### config.mk
export PLATFORM = sky130hd
export DESIGN_NAME = fsl_top
export DESIGN_NICKNAME = d
export VERILOG_FILES = /design/src/hw/fsl_pkg.sv /design/src/hw/fsl_log.sv /design/src/hw/fsl_top.sv
export VERILOG_INCLUDE_DIRS = /design/src /design/src/hw
export SDC_FILE = /design/constraint.sdc
export NUM_CORES = 2
export LEC_CHECK = 0
export BUFFER_PORTS_ARGS = -buffer_cell sky130_fd_sc_hd__buf_2
export CORE_MARGIN = 1.5
export CORE_UTILIZATION = 60
export CTS_CLUSTER_SIZE = 25
export DETAILED_ROUTE_END_ITERATION = 8
export MAX_ROUTING_LAYER = met4
export PLACE_DENSITY = 0.77
export SYNTH_ARGS = -nofsm -noshare
export SYNTH_HDL_FRONTEND = slang
export SYNTH_SLANG_ARGS = --single-unit
export TNS_END_PERCENT = 10
### constraint.sdc
create_clock -name pclk -period 22.4 [get_ports pclk]
set_clock_uncertainty 0.2 [all_clocks]
set_input_delay 4.48 -clock pclk [delete_from_list [all_inputs] [get_ports pclk]]
set_output_delay 4.48 -clock pclk [all_outputs]
set_load 0.05 [all_outputs]
### src/hw/fsl_map.svh
// constant map of the frequent start limiter: offsets, fields, resets, timing
// assumes a 40 MHz pclk, APB byte addressing, settings kept in tenths
//
// Contract
// - motor hot when thermal use exceeds limit
// - cold safe stall time, default 20.0s
// - hot safe stall time, default 15.0s
// - no cold value given: use hot value
// - cold start allowance, default three
// - hot start allowance, default two
// - allowances apply over whole-hour window
// - minimum spacing between starts, default 20.0s
// - alarm while exactly one start remains
// - inhibit until a start is available again
// - blocked output when enabled but blocked
// - motor data settings shared with other functions
// - on/off events, user selects which stored
// - every event carries a time stamp
// - twelve most recent records kept, time-stamped
// - record holds used, since-start, inhibit time
// - outputs usable for direct control, logic
// - start adds stall time, counter decays
// - too-quick start blocks further starts
// - modes on, blocked, test, test-blocked, off
`ifndef FSL_MAP_SVH
`define FSL_MAP_SVH
// register byte offsets
`define FSL_OFS_CTRL 8'h00
`define FSL_OFS_HOTLIM 8'h04
`define FSL_OFS_STALL_C 8'h08
`define FSL_OFS_STALL_H 8'h0c
`define FSL_OFS_STARTS 8'h10
`define FSL_OFS_MINGAP 8'h14
`define FSL_OFS_STATUS 8'h18
`define FSL_OFS_SINCE 8'h1c
`define FSL_OFS_INHDUR 8'h20
`define FSL_OFS_LOGSEL 8'h24
`define FSL_OFS_LOGDAT 8'h28
// control field positions
`define FSL_CTRL_STON 3
`define FSL_CTRL_STOFF 4
`define FSL_CTRL_COLDGIV 5
// reset values (tenths of percent, tenths of seconds, counts, hours)
`define FSL_RST_HOTLIM 10'h2bc
`define FSL_RST_STALL_C 13'h00c8
`define FSL_RST_STALL_H 13'h0096
`define FSL_RST_N_COLD 7'h03
`define FSL_RST_N_HOT 7'h02
`define FSL_RST_HOURS 7'h01
`define FSL_RST_MINGAP 13'h00c8
// timing: program tick in ms, clock period in ns, ticks per hour
`define FSL_TICK_MS 100
`define FSL_CLK_NS 25
`define FSL_TICK_CYC (`FSL_TICK_MS * 1000000 / `FSL_CLK_NS)
`define FSL_TICKS_HOUR 36000
`define FSL_LOG_DEPTH 12
`define FSL_USED_MAX 8'h7f
`endif

### src/hw/fsl_pkg.sv
// types shared by the frequent start limiter and its record log
// assumes the constant map header is included by each user
package fsl_pkg;
  // operating mode field of the control register
  typedef enum logic [2:0]
  {
    FSL_MODE_ON = 3'h0,
    FSL_MODE_BLOCKED = 3'h1,
    FSL_MODE_TEST = 3'h2,
    FSL_MODE_TESTBLK = 3'h3,
    FSL_MODE_OFF = 3'h4
  } fsl_mode_type;
  // event codes, also the pending bit index
  typedef enum logic [2:0]
  {
    FSL_EV_ALARM_ON = 3'h0,
    FSL_EV_ALARM_OFF = 3'h1,
    FSL_EV_INH_ON = 3'h2,
    FSL_EV_INH_OFF = 3'h3,
    FSL_EV_BLK_ON = 3'h4,
    FSL_EV_BLK_OFF = 3'h5
  } fsl_event_type;
  // divider sequencer states, one-hot
  typedef enum logic [1:0]
  {
    FSL_ST_IDLE = 2'b01,
    FSL_ST_DIV = 2'b10
  } fsl_st_type;
endpackage

### src/hw/fsl_log.sv
// rolling log of the most recent operation records
// assumes one write at most per cycle from the limiter core
`timescale 1ns/1ps
module fsl_log
  import fsl_pkg::*;
#(
  parameter int DEPTH = 12
)
(
  input wire logic pclk,
  input wire logic presetn,
  input wire logic wr,
  input wire logic [31:0] w_time,
  input wire logic [2:0] w_code,
  input wire logic [7:0] w_used,
  input wire logic [31:0] w_since,
  input wire logic [31:0] w_inhdur,
  input wire logic [3:0] rd_age,
  input wire logic [1:0] rd_word,
  output logic [31:0] rd_data
);
  // state: record array, write pointer, fill count
  typedef struct packed {
    logic [DEPTH-1:0][106:0] rec;
    logic [3:0] wp;
    logic [3:0] fill;
  } fsl_log_state_type;
  fsl_log_state_type s_ff;
  fsl_log_state_type nxt_s;
  logic [3:0] idx;
  logic [106:0] sel;

  // next state: write the newest record and advance the ring
  always_comb
  begin
    nxt_s = s_ff;
    if (wr)
    begin
      nxt_s.rec[s_ff.wp] = {w_code, w_time, w_used, w_since, w_inhdur};
      nxt_s.wp = (s_ff.wp == 4'(DEPTH - 1)) ? 4'h0 : s_ff.wp + 4'h1;
      if (s_ff.fill != 4'(DEPTH))
      begin
        nxt_s.fill = s_ff.fill + 4'h1;
      end
    end
  end

  // read side: age 0 is the newest record; empty or old ages read zero
  always_comb
  begin
    idx = (s_ff.wp > rd_age) ? s_ff.wp - rd_age - 4'h1 : 4'(DEPTH) + s_ff.wp - rd_age - 4'h1;
    sel = (rd_age < s_ff.fill) ? s_ff.rec[idx] : '0;
    // record layout: code [106:104], time [103:72], used [71:64], since [63:32], inhibit [31:0]
    case (rd_word)
      2'h0: rd_data = sel[103:72];
      2'h1: rd_data = {21'h0, sel[106:104], sel[71:64]};
      2'h2: rd_data = sel[63:32];
      default: rd_data = sel[31:0];
    endcase
  end

  // register the whole state
  always_ff @(posedge pclk or negedge presetn)
  begin
    if (!presetn)
    begin
      s_ff <= '0;
    end
    else
    begin
      s_ff <= nxt_s;
    end
  end

  // a write always moves the pointer within the ring
  a_log_ptr: assert property (@(posedge pclk) disable iff (!presetn)
    wr |=> (s_ff.wp == (($past(s_ff.wp) == 4'(DEPTH - 1)) ? 4'h0 : $past(s_ff.wp) + 4'h1)))
    else $error("log pointer did not advance");
endmodule

### src/hw/fsl_top.sv
// frequent start limiter core with APB register slave and record log
// assumes start pulses, thermal use, block input and time come from pclk logic
//
// Chosen here: the address map and the APB register port.
`timescale 1ns/1ps
`include "fsl_map.svh"
module fsl_top
  import fsl_pkg::*;
#(
  parameter int TICK_CYC = `FSL_TICK_CYC
)
(
  input wire logic pclk,
  input wire logic presetn,
  input wire logic psel,
  input wire logic penable,
  input wire logic pwrite,
  input wire logic [7:0] paddr,
  input wire logic [31:0] pwdata,
  output logic [31:0] prdata,
  output logic pready,
  output logic pslverr,
  input wire logic motor_start_detect,
  input wire logic [9:0] thermal_used,
  input wire logic block_in,
  input wire logic [31:0] time_ms,
  output logic alarm,
  output logic inhibit,
  output logic blocked,
  output logic evt_valid,
  output logic [2:0] evt_code,
  output logic [31:0] evt_time,
  output logic [9:0] shared_hot_limit,
  output logic [12:0] shared_stall_cold,
  output logic [12:0] shared_stall_hot
);
  // whole state of the limiter
  typedef struct packed {
    fsl_st_type st;
    fsl_mode_type mode;
    logic st_on;
    logic st_off;
    logic cold_given;
    logic [9:0] hotlim;
    logic [12:0] stall_c;
    logic [12:0] stall_h;
    logic [6:0] n_c;
    logic [6:0] n_h;
    logic [6:0] hours;
    logic [12:0] mingap;
    logic [5:0] logsel;
    logic [39:0] cnt;
    logic [39:0] rem;
    logic [39:0] unit;
    logic [7:0] q;
    logic [7:0] used;
    logic [7:0] avail;
    logic [31:0] tick;
    logic [31:0] since;
    logic [31:0] inhdur;
    logic gapblk;
    logic hot;
    logic alarm;
    logic inhibit;
    logic blocked;
    logic [5:0] pend;
    logic evt_v;
    logic [2:0] evt_code;
    logic [31:0] evt_time;
    logic pready;
    logic pslverr;
    logic [31:0] prdata;
  } fsl_state_type;
  fsl_state_type s_ff;
  fsl_state_type nxt_s;
  logic [31:0] log_data; // selected log word
  logic tick_now; // end of one program cycle
  logic active; // mode lets the function run
  logic blk; // function held off while enabled
  logic [12:0] stall; // stall time for the present thermal state
  logic [6:0] n_allow; // allowance for the present thermal state
  logic [39:0] hour_ticks; // window length in ticks
  logic [39:0] unit_now; // one start worth of counter
  logic [39:0] decay; // counter decay per tick
  logic wr_en; // APB write accepted this edge
  logic rd_en; // APB read answered this edge
  logic [5:0] chg; // output edges this cycle
  logic [2:0] pick; // lowest pending event
  logic pick_v; // any event pending

  // record log, written with every emitted event
  fsl_log #(
    .DEPTH(`FSL_LOG_DEPTH)
  ) u_log (
    .pclk(pclk),
    .presetn(presetn),
    .wr(s_ff.evt_v),
    .w_time(s_ff.evt_time),
    .w_code(s_ff.evt_code),
    .w_used(s_ff.used),
    .w_since(s_ff.since),
    .w_inhdur(s_ff.inhdur),
    .rd_age(s_ff.logsel[3:0]),
    .rd_word(s_ff.logsel[5:4]),
    .rd_data(log_data)
  );

  // derived terms used by the next-state logic
  always_comb
  begin
    tick_now = (s_ff.tick == 32'(TICK_CYC - 1));
    active = (s_ff.mode == FSL_MODE_ON) || (s_ff.mode == FSL_MODE_TEST);
    blk = (s_ff.mode == FSL_MODE_BLOCKED) || (s_ff.mode == FSL_MODE_TESTBLK)
      || (active && block_in);
    // cold stall falls back to the hot figure when none was given
    stall = s_ff.hot ? s_ff.stall_h : (s_ff.cold_given ? s_ff.stall_c : s_ff.stall_h);
    n_allow = s_ff.hot ? s_ff.n_h : s_ff.n_c;
    hour_ticks = 40'(s_ff.hours) * 40'(`FSL_TICKS_HOUR);
    // counter is scaled by the window so that decay stays integral
    unit_now = 40'(stall) * hour_ticks;
    decay = 40'(n_allow) * 40'(stall);
    wr_en = psel && penable && pwrite && s_ff.pready;
    rd_en = psel && penable && !pwrite && !s_ff.pready;
    chg[0] = !s_ff.alarm && alarm_nxt();
    chg[1] = s_ff.alarm && !alarm_nxt();
    chg[2] = !s_ff.inhibit && inh_nxt();
    chg[3] = s_ff.inhibit && !inh_nxt();
    chg[4] = !s_ff.blocked && blk;
    chg[5] = s_ff.blocked && !blk;
    pick = 3'h0;
    pick_v = 1'b0;
    for (int i = 5; i >= 0; i--)
    begin
      if (s_ff.pend[i])
      begin
        pick = 3'(i);
        pick_v = 1'b1;
      end
    end
  end

  // alarm when exactly one start is left, only while running unblocked
  function automatic logic alarm_nxt();
    alarm_nxt = active && !blk && (s_ff.avail == 8'h01);
  endfunction

  // inhibit when starts are spent or a start came too soon
  function automatic logic inh_nxt();
    inh_nxt = active && !blk && ((s_ff.avail == 8'h00) || s_ff.gapblk);
  endfunction

  // next state: registers, counter, divider, outputs and events
  always_comb
  begin
    nxt_s = s_ff;
    nxt_s.tick = tick_now ? 32'h0 : s_ff.tick + 32'h1;
    nxt_s.hot = (thermal_used > s_ff.hotlim);
    // start counter: a start adds one stall, each tick removes a share
    if (active && motor_start_detect)
    begin
      nxt_s.cnt = s_ff.cnt + unit_now;
      nxt_s.since = 32'h0;
      if (s_ff.since < 32'(s_ff.mingap))
      begin
        nxt_s.gapblk = 1'b1;
      end
    end
    else if (tick_now)
    begin
      nxt_s.cnt = (s_ff.cnt > decay) ? s_ff.cnt - decay : 40'h0;
      nxt_s.since = (s_ff.since == 32'hffffffff) ? s_ff.since : s_ff.since + 32'h1;
      if (s_ff.since + 32'h1 >= 32'(s_ff.mingap))
      begin
        nxt_s.gapblk = 1'b0;
      end
    end
    // inhibit duration counts while inhibit stands
    if (!s_ff.inhibit)
    begin
      nxt_s.inhdur = 32'h0;
    end
    else if (tick_now)
    begin
      nxt_s.inhdur = s_ff.inhdur + 32'h1;
    end
    // divider: used starts are the counter over one stall, rounded up
    case (s_ff.st)
      FSL_ST_IDLE:
      begin
        if (tick_now)
        begin
          nxt_s.rem = s_ff.cnt;
          nxt_s.unit = (unit_now == 40'h0) ? 40'h1 : unit_now;
          nxt_s.q = 8'h0;
          nxt_s.st = FSL_ST_DIV;
        end
      end
      FSL_ST_DIV:
      begin
        if ((s_ff.rem == 40'h0) || (s_ff.q == `FSL_USED_MAX))
        begin
          nxt_s.used = s_ff.q;
          nxt_s.avail = (8'(n_allow) > s_ff.q) ? 8'(n_allow) - s_ff.q : 8'h0;
          nxt_s.st = FSL_ST_IDLE;
        end
        else
        begin
          nxt_s.rem = (s_ff.rem > s_ff.unit) ? s_ff.rem - s_ff.unit : 40'h0;
          nxt_s.q = s_ff.q + 8'h1;
        end
      end
      default:
      begin
        nxt_s.st = FSL_ST_IDLE;
      end
    endcase
    // function outputs for direct control and user logic
    nxt_s.alarm = alarm_nxt();
    nxt_s.inhibit = inh_nxt();
    nxt_s.blocked = blk && (s_ff.mode != FSL_MODE_OFF);
    // pending events: selection gates storage; a new edge beats the clear
    nxt_s.evt_v = pick_v;
    nxt_s.evt_code = pick;
    nxt_s.evt_time = time_ms;
    if (pick_v)
    begin
      nxt_s.pend[pick] = 1'b0;
    end
    for (int i = 0; i < 6; i++)
    begin
      if (chg[i] && ((i % 2 == 0) ? s_ff.st_on : s_ff.st_off))
      begin
        nxt_s.pend[i] = 1'b1;
      end
    end
    // APB: ready one cycle into access; write lands on the ready edge
    nxt_s.pready = psel && penable && !s_ff.pready;
    // error and read data stand only in the ready cycle
    nxt_s.pslverr = 1'b0;
    nxt_s.prdata = 32'h0;
    if (psel && penable && !s_ff.pready)
    begin
      nxt_s.pslverr = (paddr > `FSL_OFS_LOGDAT) || (paddr[1:0] != 2'h0);
      case (paddr)
        `FSL_OFS_CTRL: nxt_s.prdata = {26'h0, s_ff.cold_given, s_ff.st_off, s_ff.st_on,
          s_ff.mode};
        `FSL_OFS_HOTLIM: nxt_s.prdata = {22'h0, s_ff.hotlim};
        `FSL_OFS_STALL_C: nxt_s.prdata = {19'h0, s_ff.stall_c};
        `FSL_OFS_STALL_H: nxt_s.prdata = {19'h0, s_ff.stall_h};
        `FSL_OFS_STARTS: nxt_s.prdata = {9'h0, s_ff.hours, 1'b0, s_ff.n_h, 1'b0, s_ff.n_c};
        `FSL_OFS_MINGAP: nxt_s.prdata = {19'h0, s_ff.mingap};
        `FSL_OFS_STATUS: nxt_s.prdata = {8'h0, s_ff.used, s_ff.avail, 3'h0, s_ff.gapblk,
          s_ff.hot, s_ff.blocked, s_ff.inhibit, s_ff.alarm};
        `FSL_OFS_SINCE: nxt_s.prdata = s_ff.since;
        `FSL_OFS_INHDUR: nxt_s.prdata = s_ff.inhdur;
        `FSL_OFS_LOGSEL: nxt_s.prdata = {26'h0, s_ff.logsel};
        `FSL_OFS_LOGDAT: nxt_s.prdata = log_data;
        default: nxt_s.prdata = 32'h0;
      endcase
      if (!rd_en)
      begin
        nxt_s.prdata = 32'h0;
      end
    end
    // settings writes; hot limit and stall times are the shared motor data
    if (wr_en && !s_ff.pslverr)
    begin
      case (paddr)
        `FSL_OFS_CTRL:
        begin
          // an unknown mode code is refused and the old mode stays
          if (pwdata[2:0] <= FSL_MODE_OFF)
          begin
            nxt_s.mode = fsl_mode_type'(pwdata[2:0]);
          end
          nxt_s.st_on = pwdata[`FSL_CTRL_STON];
          nxt_s.st_off = pwdata[`FSL_CTRL_STOFF];
          nxt_s.cold_given = pwdata[`FSL_CTRL_COLDGIV];
        end
        `FSL_OFS_HOTLIM: nxt_s.hotlim = pwdata[9:0];
        `FSL_OFS_STALL_C: nxt_s.stall_c = pwdata[12:0];
        `FSL_OFS_STALL_H: nxt_s.stall_h = pwdata[12:0];
        `FSL_OFS_STARTS:
        begin
          nxt_s.n_c = pwdata[6:0];
          nxt_s.n_h = pwdata[14:8];
          nxt_s.hours = pwdata[22:16];
        end
        `FSL_OFS_MINGAP: nxt_s.mingap = pwdata[12:0];
        `FSL_OFS_LOGSEL: nxt_s.logsel = pwdata[5:0];
        default: nxt_s.logsel = s_ff.logsel;
      endcase
    end
  end

  // register the state; reset loads the default settings
  always_ff @(posedge pclk or negedge presetn)
  begin
    if (!presetn)
    begin
      s_ff <= '0;
      s_ff.st <= FSL_ST_IDLE;
      s_ff.mode <= FSL_MODE_ON;
      s_ff.st_on <= 1'b1;
      s_ff.st_off <= 1'b1;
      s_ff.cold_given <= 1'b1;
      s_ff.hotlim <= `FSL_RST_HOTLIM;
      s_ff.stall_c <= `FSL_RST_STALL_C;
      s_ff.stall_h <= `FSL_RST_STALL_H;
      s_ff.n_c <= `FSL_RST_N_COLD;
      s_ff.n_h <= `FSL_RST_N_HOT;
      s_ff.hours <= `FSL_RST_HOURS;
      s_ff.mingap <= `FSL_RST_MINGAP;
      s_ff.avail <= 8'(`FSL_RST_N_COLD);
      s_ff.since <= 32'hffffffff;
    end
    else
    begin
      s_ff <= nxt_s;
    end
  end

  // every output comes straight from the state register
  assign prdata = s_ff.prdata;
  assign pready = s_ff.pready;
  assign pslverr = s_ff.pslverr;
  assign alarm = s_ff.alarm;
  assign inhibit = s_ff.inhibit;
  assign blocked = s_ff.blocked;
  assign evt_valid = s_ff.evt_v;
  assign evt_code = s_ff.evt_code;
  assign evt_time = s_ff.evt_time;
  assign shared_hot_limit = s_ff.hotlim;
  assign shared_stall_cold = s_ff.stall_c;
  assign shared_stall_hot = s_ff.stall_h;

  a_alarm_one: assert property (@(posedge pclk) disable iff (!presetn)
    (active && !blk && s_ff.avail == 8'h01) |=> alarm)
    else $error("alarm missing with one start left");
  a_inhibit_spent: assert property (@(posedge pclk) disable iff (!presetn)
    (active && !blk && s_ff.avail == 8'h00) |=> inhibit && !alarm)
    else $error("inhibit missing with no start left");
  a_blocked_mode: assert property (@(posedge pclk) disable iff (!presetn)
    (s_ff.mode == FSL_MODE_BLOCKED) |=> blocked && !inhibit)
    else $error("blocked mode not shown");
  a_off_quiet: assert property (@(posedge pclk) disable iff (!presetn)
    (s_ff.mode == FSL_MODE_OFF) |=> !alarm && !inhibit && !blocked)
    else $error("outputs active in off mode");
  a_hot_state: assert property (@(posedge pclk) disable iff (!presetn)
    (thermal_used > s_ff.hotlim) |=> s_ff.hot)
    else $error("hot state not taken");
  a_start_adds: assert property (@(posedge pclk) disable iff (!presetn)
    (active && motor_start_detect) |=> s_ff.cnt == $past(s_ff.cnt) + $past(unit_now))
    else $error("start did not add one stall");
  a_gap_block: assert property (@(posedge pclk) disable iff (!presetn)
    (active && motor_start_detect && s_ff.since < 32'(s_ff.mingap) && !blk)
    |=> s_ff.gapblk ##1 inhibit)
    else $error("quick start not blocked");
  a_event_out: assert property (@(posedge pclk) disable iff (!presetn)
    ($rose(alarm) && s_ff.st_on) |-> ##[0:6] (evt_valid && evt_code == FSL_EV_ALARM_ON))
    else $error("alarm on event not emitted");
  a_event_stamp: assert property (@(posedge pclk) disable iff (!presetn)
    evt_valid |-> evt_time == $past(time_ms))
    else $error("event stamp not taken");
endmodule

Yosys cells after proc, flatten, opt, wreduce, memory -nomap -nowiden
Cells that the tools add are included.
{"block": "classes", "n_addsub": 15, "multipliers": 3, "magnitude_cmp": 15, "eq_ne": 30, "mux": 60, "bitwise": 2, "reduce_logical": 73}
{"operator": "1284-bit bitwise mux", "count": 1}
{"operator": "107-bit binary-select mux with 4-bit select", "count": 1}
{"operator": "107-bit demux with 4-bit select", "count": 1}
{"operator": "32-bit case mux with 11 select lines", "count": 1}
{"operator": "107-bit two-way mux", "count": 3}
{"operator": "32-bit two-way mux", "count": 7}
{"operator": "40-bit two-way mux", "count": 5}
{"operator": "32-bit by 1-bit adder with 32-bit output (second input constant)", "count": 3}
{"operator": "32-bit case mux with 3 select lines", "count": 1}
{"operator": "88-bit two-way mux", "count": 1}
{"operator": "40-bit zero test", "count": 2}
{"operator": "40-bit case mux with 2 select lines", "count": 1}
{"operator": "40-bit by 36-bit adder with 40-bit output", "count": 1}
{"operator": "40-bit by 20-bit > comparator with 1-bit output", "count": 1}
{"operator": "40-bit > comparator", "count": 1}
{"operator": "40-bit by 20-bit subtractor with 40-bit output", "count": 1}
{"operator": "40-bit subtractor", "count": 1}
{"operator": "36-bit two-way mux", "count": 1}
{"operator": "33-bit two-way mux", "count": 1}
{"operator": "32-bit by 22-bit equality test with 1-bit output (second input constant)", "count": 1}
{"operator": "32-bit equality test (second input constant)", "count": 1}
{"operator": "8-bit by 5-bit equality test with 1-bit output (second input constant)", "count": 4}
{"operator": "32-bit by 13-bit greater-or-equal comparator with 1-bit output", "count": 1}
{"operator": "32-bit by 13-bit < comparator with 1-bit output", "count": 1}
{"operator": "other kinds (55)", "count": 156}
{"block": "totals", "register_bits": 1697, "in_bits": 89, "out_inout_bits": 109}

Longest topological paths before layout
{"block": "depth", "depth_word": 14, "depth_mapped": 45, "mapped_depth_nobuf": 44}

Hierarchy
From an unflattened synthesis, not the netlist that was laid out.
{"block": "hier_totals", "cells_unflattened": 7884, "area_unflattened_um2": 95178.8}
{"mod": "fsl_log", "n_inst": 1, "cells_per_inst": 3879, "area_per_inst_um2": 59430.7, "seq_area_each_um2": 32331.0}
{"mod": "fsl_top", "n_inst": 1, "cells_per_inst": 4005, "area_per_inst_um2": 35748.0, "seq_area_each_um2": 10007.1}

Least setup slack after synthesis
Ideal clock, no wire load.
{"block": "synth_timing", "kind": "register to register", "from": "register s_ff[346] in the netlist's numbering", "to": "register s_ff[317] in the netlist's numbering", "setup_time_ps": 137, "arrival_ps": 10055, "required_ps": 22063, "setup_slack_ps": 12008, "stages_incl_launch_ff": 45, "n_path_buf": 2, "period_less_slack_ps": 10392, "path_cell_list": "dfrtp_1 > ha_1 > ha_1 > ha_1 > inv_1 > fa_1 > inv_1 > ha_1 > and4b_1 > o21ai_0 > a21boi_0 > o21ai_0 > a21boi_0 > o21ai_0 > a21boi_0 > o211a_1 > buf_2 > buf_2 > [9 not listed] > inv_1 > ha_1 > a21o_1 > a21o_1 > a31o_2 > a21oi_1 > o21bai_1 > a21oi_1 > xor2_1 > inv_1 > ha_1 > a21o_1 > a21o_1 > a221o_1 > a21oi_1 > o21ai_0 > a311oi_1 > a21oi_1"}
{"block": "synth_via", "elab_chain_len": 4}
{"element": "start, declared", "line": "fsl_top.sv:74", "rtl": "fsl_state_type s_ff;"}
{"element": "start signal, assigned", "line": "fsl_top.sv:319", "rtl": "s_ff <= nxt_s;"}
{"element": "7-bit by 11-bit multiplier with 18-bit output", "line": "fsl_top.sv:118", "rtl": "hour_ticks = 40'(s_ff.hours) * 40'(`FSL_TICKS_HOUR);"}
{"element": "13-bit by 18-bit multiplier with 31-bit output", "line": "fsl_top.sv:120", "rtl": "unit_now = 40'(stall) * hour_ticks;"}
{"element": "40-bit by 36-bit adder with 40-bit output", "line": "fsl_top.sv:161", "rtl": "nxt_s.cnt = s_ff.cnt + unit_now;"}
{"element": "40-bit two-way mux", "line": "fsl_top.sv:159", "rtl": "if (active && motor_start_detect)"}
No other way between the ends.
A chain may end at the register's enable or synchronous reset.

Worst setup path after layout
{"block": "layout_timing", "from": "register s_ff[340] in the netlist's numbering", "to": "register s_ff[317] in the netlist's numbering"}
Same word-level chain as after synthesis.

==> impl_metrics.json <==
{
  "cts-resized-gates": 0,
  "synth-seq-area-share_pct": 44.9,
  "ant_nets": 0,
  "clock-sinks": 1689,
  "syn_inst": 7916,
  "power_leakage_uw": 0.0493,
  "drt_wl_total_um": 256000,
  "async_flop_share_pct": 100,
  "max_freq_ghz": 0.0779,
  "cpMostUsedCell": "fa_1",
  "cts_setup_buffers": 0,
  "antenna_found_initial": 11,
  "crit_path_max_fanout": 11,
  "final_common_cell": "dfrtp_1",
  "rows": 145,
  "drt-wirelength-per-cell_um": 25.8,
  "core_um2": 156000,
  "min_to": "u_log.s_ff[1140]",
  "ys_types": 89,
  "multi_input_area_um2": 47800,
  "gp_congestion": 0.965,
  "synth_area_um2": 94400,
  "critPathKind": "reg -> reg",
  "clkTransAtPathRegs_ns": 0.06,
  "slowest_stage": "dfstp_2",
  "ioPinCount": 198,
  "clockRootBuffer": "clkbuf_16",
  "worstPathArrival_ns": 13.30,
  "h-tree-depth": 4,
  "final_cell_mix": "dfrtp_1, mux2_2, nand2_1",
  "critPathRequiredTime_ns": 22.87,
  "hold_viol_final": 0,
  "clk_path_buf_depth": 3,
  "drt_drc_violations_left": 0,
  "worstSetupEndpointType": "flip-flop",
  "drt_iter0_drc": 6925,
  "status": "completed",
  "reg2reg_from": "s_ff[340]",
  "synthTopCellsByArea": "dfrtp_1, mux2_2, mux4_2",
  "grt_pass1_vias": 66000,
  "cts_made_buffers": 174,
  "setup_viol": 0,
  "clock_latency_ns": 0.86,
  "synth_edf_count": 0,
  "fillerInstances": 11400,
  "tightestPinTransition_ns": 1.30,
  "grt_max_degree": 187,
  "slew_viol_final": 0,
  "initial_core_util_pct": 60.4,
  "avgSynthCellArea_um2": 11.9,
  "fin_crit_sh_pct": 57.3,
  "drive_gt1_share_pct": 29.9,
  "avgViaCountPerCell": 6.54,
  "min_from": "u_log.s_ff[1140]",
  "grtUsageTotal_pct": 33.5,
  "r2r-end": "s_ff[317]",
  "dieHeight_um": 400,
  "grt-ovfl-total": 0,
  "dp.final_hpwl_um": 165000,
  "worst_setup_path_start_kind": "flip-flop",
  "synth_seq_cells": 1689,
  "numPortBuffers": 187,
  "die-width_um": 400,
  "slew_headroom_pct": 13.0,
  "synth_top_area_cell": "dfrtp_1",
  "final_nets": 8355,
  "synthesis.nets": 8549,
  "r2r_slack_ns": 9.56,
  "cts-hold-fix-buffers": 0,
  "critPathMaxStageDelay_ns": 0.89,
  "hp-class": "reg -> reg",
  "vdd_drop_max_v": 0.000109,
  "cap_violations": 0,
  "yosysTopAreaCellShare_pct": 43.2,
  "area_delta_synth_final_pct": 8.29,
  "r2r_cells": 39,
  "final_util_pct": 65.4,
  "vias": 65000,
  "dp_cells": 9604,
  "powerDensity_nw_per_um2": 65.4,
  "ys_warn_count": 0,
  "first_pass_iters": 6,
  "setup_tns_ns": 0,
  "die-area_um2": 160000,
  "period_minus_slack_ns": 12.84,
  "hold_ws_ns": 0.278,
  "grt_first_pass_wirelength_um": 396000,
  "grt_setup_unrepaired": "false",
  "seq_area_um2": 42300,
  "finalNonFillerCells": 9935,
  "ys.flop_type": "dfrtp_1",
  "cts_tree": "yes",
  "whs_path_depth": 2
}
## layer usage
layer | vias up | track usage (%) | share of wire, %
met5 | - | - | 0
met4 | 0 | 9.77 | 2.9
met3 | 502 | 7.04 | 9.3
met2 | 2932 | 49.8 | 46
met1 | 34000 | 46.7 | 42
li1 | 27600 | - | -
## synth_stat cells (all sizes together) (32+ instances only)
cell and count:
or3 32, mux4 299, nor3 90, buf 152, clkbuf 519, dfstp 58, a31oi 43, inv 411
dfrtp 1631, o21ai 321, ha 301, nor2b 38, and2 71, xnor2 134, and3 44, a22oi 74
o221ai 32, xor2 90, nand4 47, mux2 1333, a221oi 33, nand3 99, a21o 65, fa 243
nor2 365, mux2i 119, nand2b 33, nand2 616, a21oi 245
## power by group
| group | switching, uW | total, uW | internal [uW] |
|---|---|---|---|
| registers | 65.9 | 3160 | 3090 |
| logic | 323 | 509 | 186 |
| clock network | 1270 | 3010 | 1740 |
| total | 1660 | 6680 | 5020 |
## flip-flops by register name (all words and copies together) (netlist names)
name	count
pslverr	1
shared_hot_limit	10
evt_code	3
prdata	32
shared_stall_hot	13
inhibit	1
shared_stall_cold	13
s_ff	288
u_log.s_ff	1292
evt_time	32
evt_valid	1
alarm	1
pready	1
blocked	1
## final cells by class
| cell class | instances | area share [%] |
|---|---|---|
| flip-flops and latches | 1689 | 41.4 |
| clock buffers | 249 | 4.92 |
| clock inverters | 74 | 0.983 |
| repair buffers | 301 | 1.85 |
| inverters | 414 | 1.52 |
| diodes | 8 | 0.0196 |
| well taps | 2058 | 2.52 |
| multi-input cells | 5142 | 46.8 |
## cells by family after synthesis
group                    after synthesis  share of synthesized area, %
AO/OA/AOI/OAI                       1094                          7.44
XOR/XNOR                             224                          2.08
adder cells (fa/ha/maj)              544                          9.14
buffers and inverters               1085                          4.75
flip-flops                          1689                          44.9
multiplexers                        1751                          24.3
AND/OR/NAND/NOR                     1529                          7.43
## through the flow
| stage | setup WS, ns | power [uW] | instance area (um^2) |
|---|---|---|---|
| final | 9.56 | 6680 | 102000 |
| after global routing | 8.66 | 6890 | 102000 |
| after CTS | 9.79 | 6710 | 102000 |
| after detailed placement | 9.91 | 3720 | 96200 |
| after global placement | 10.10 | 3710 | 96200 |
| after floorplan | 12.01 | 3520 | 94400 |
## critical path: cells and delay by family (launching register included)
| kind | cells | cell delay [ns] |
|---|---|---|
| buffers and inverters | 6 | 1.14 |
| flip-flops | 1 | 0.89 |
| XOR/XNOR | 2 | 0.78 |
| AO/OA/AOI/OAI | 18 | 4.32 |
| adder cells (fa/ha/maj) | 9 | 4.50 |
| AND/OR/NAND/NOR | 4 | 0.82 |
## worst max-delay path by stage
stage / from / slack [ns] / end
2_1_floorplan: s_ff[346] / 12.01 / s_ff[317]
3_3_place_gp: s_ff[340] / 10.10 / s_ff[317]
3_5_place_dp: s_ff[340] / 9.91 / s_ff[317]
4_1_cts: s_ff[340] / 9.79 / s_ff[317]
5_1_grt: s_ff[340] / 8.66 / s_ff[317]
6_report: s_ff[340] / 9.56 / s_ff[317]
No activity file was read; power rests on OpenSTA's default activity.
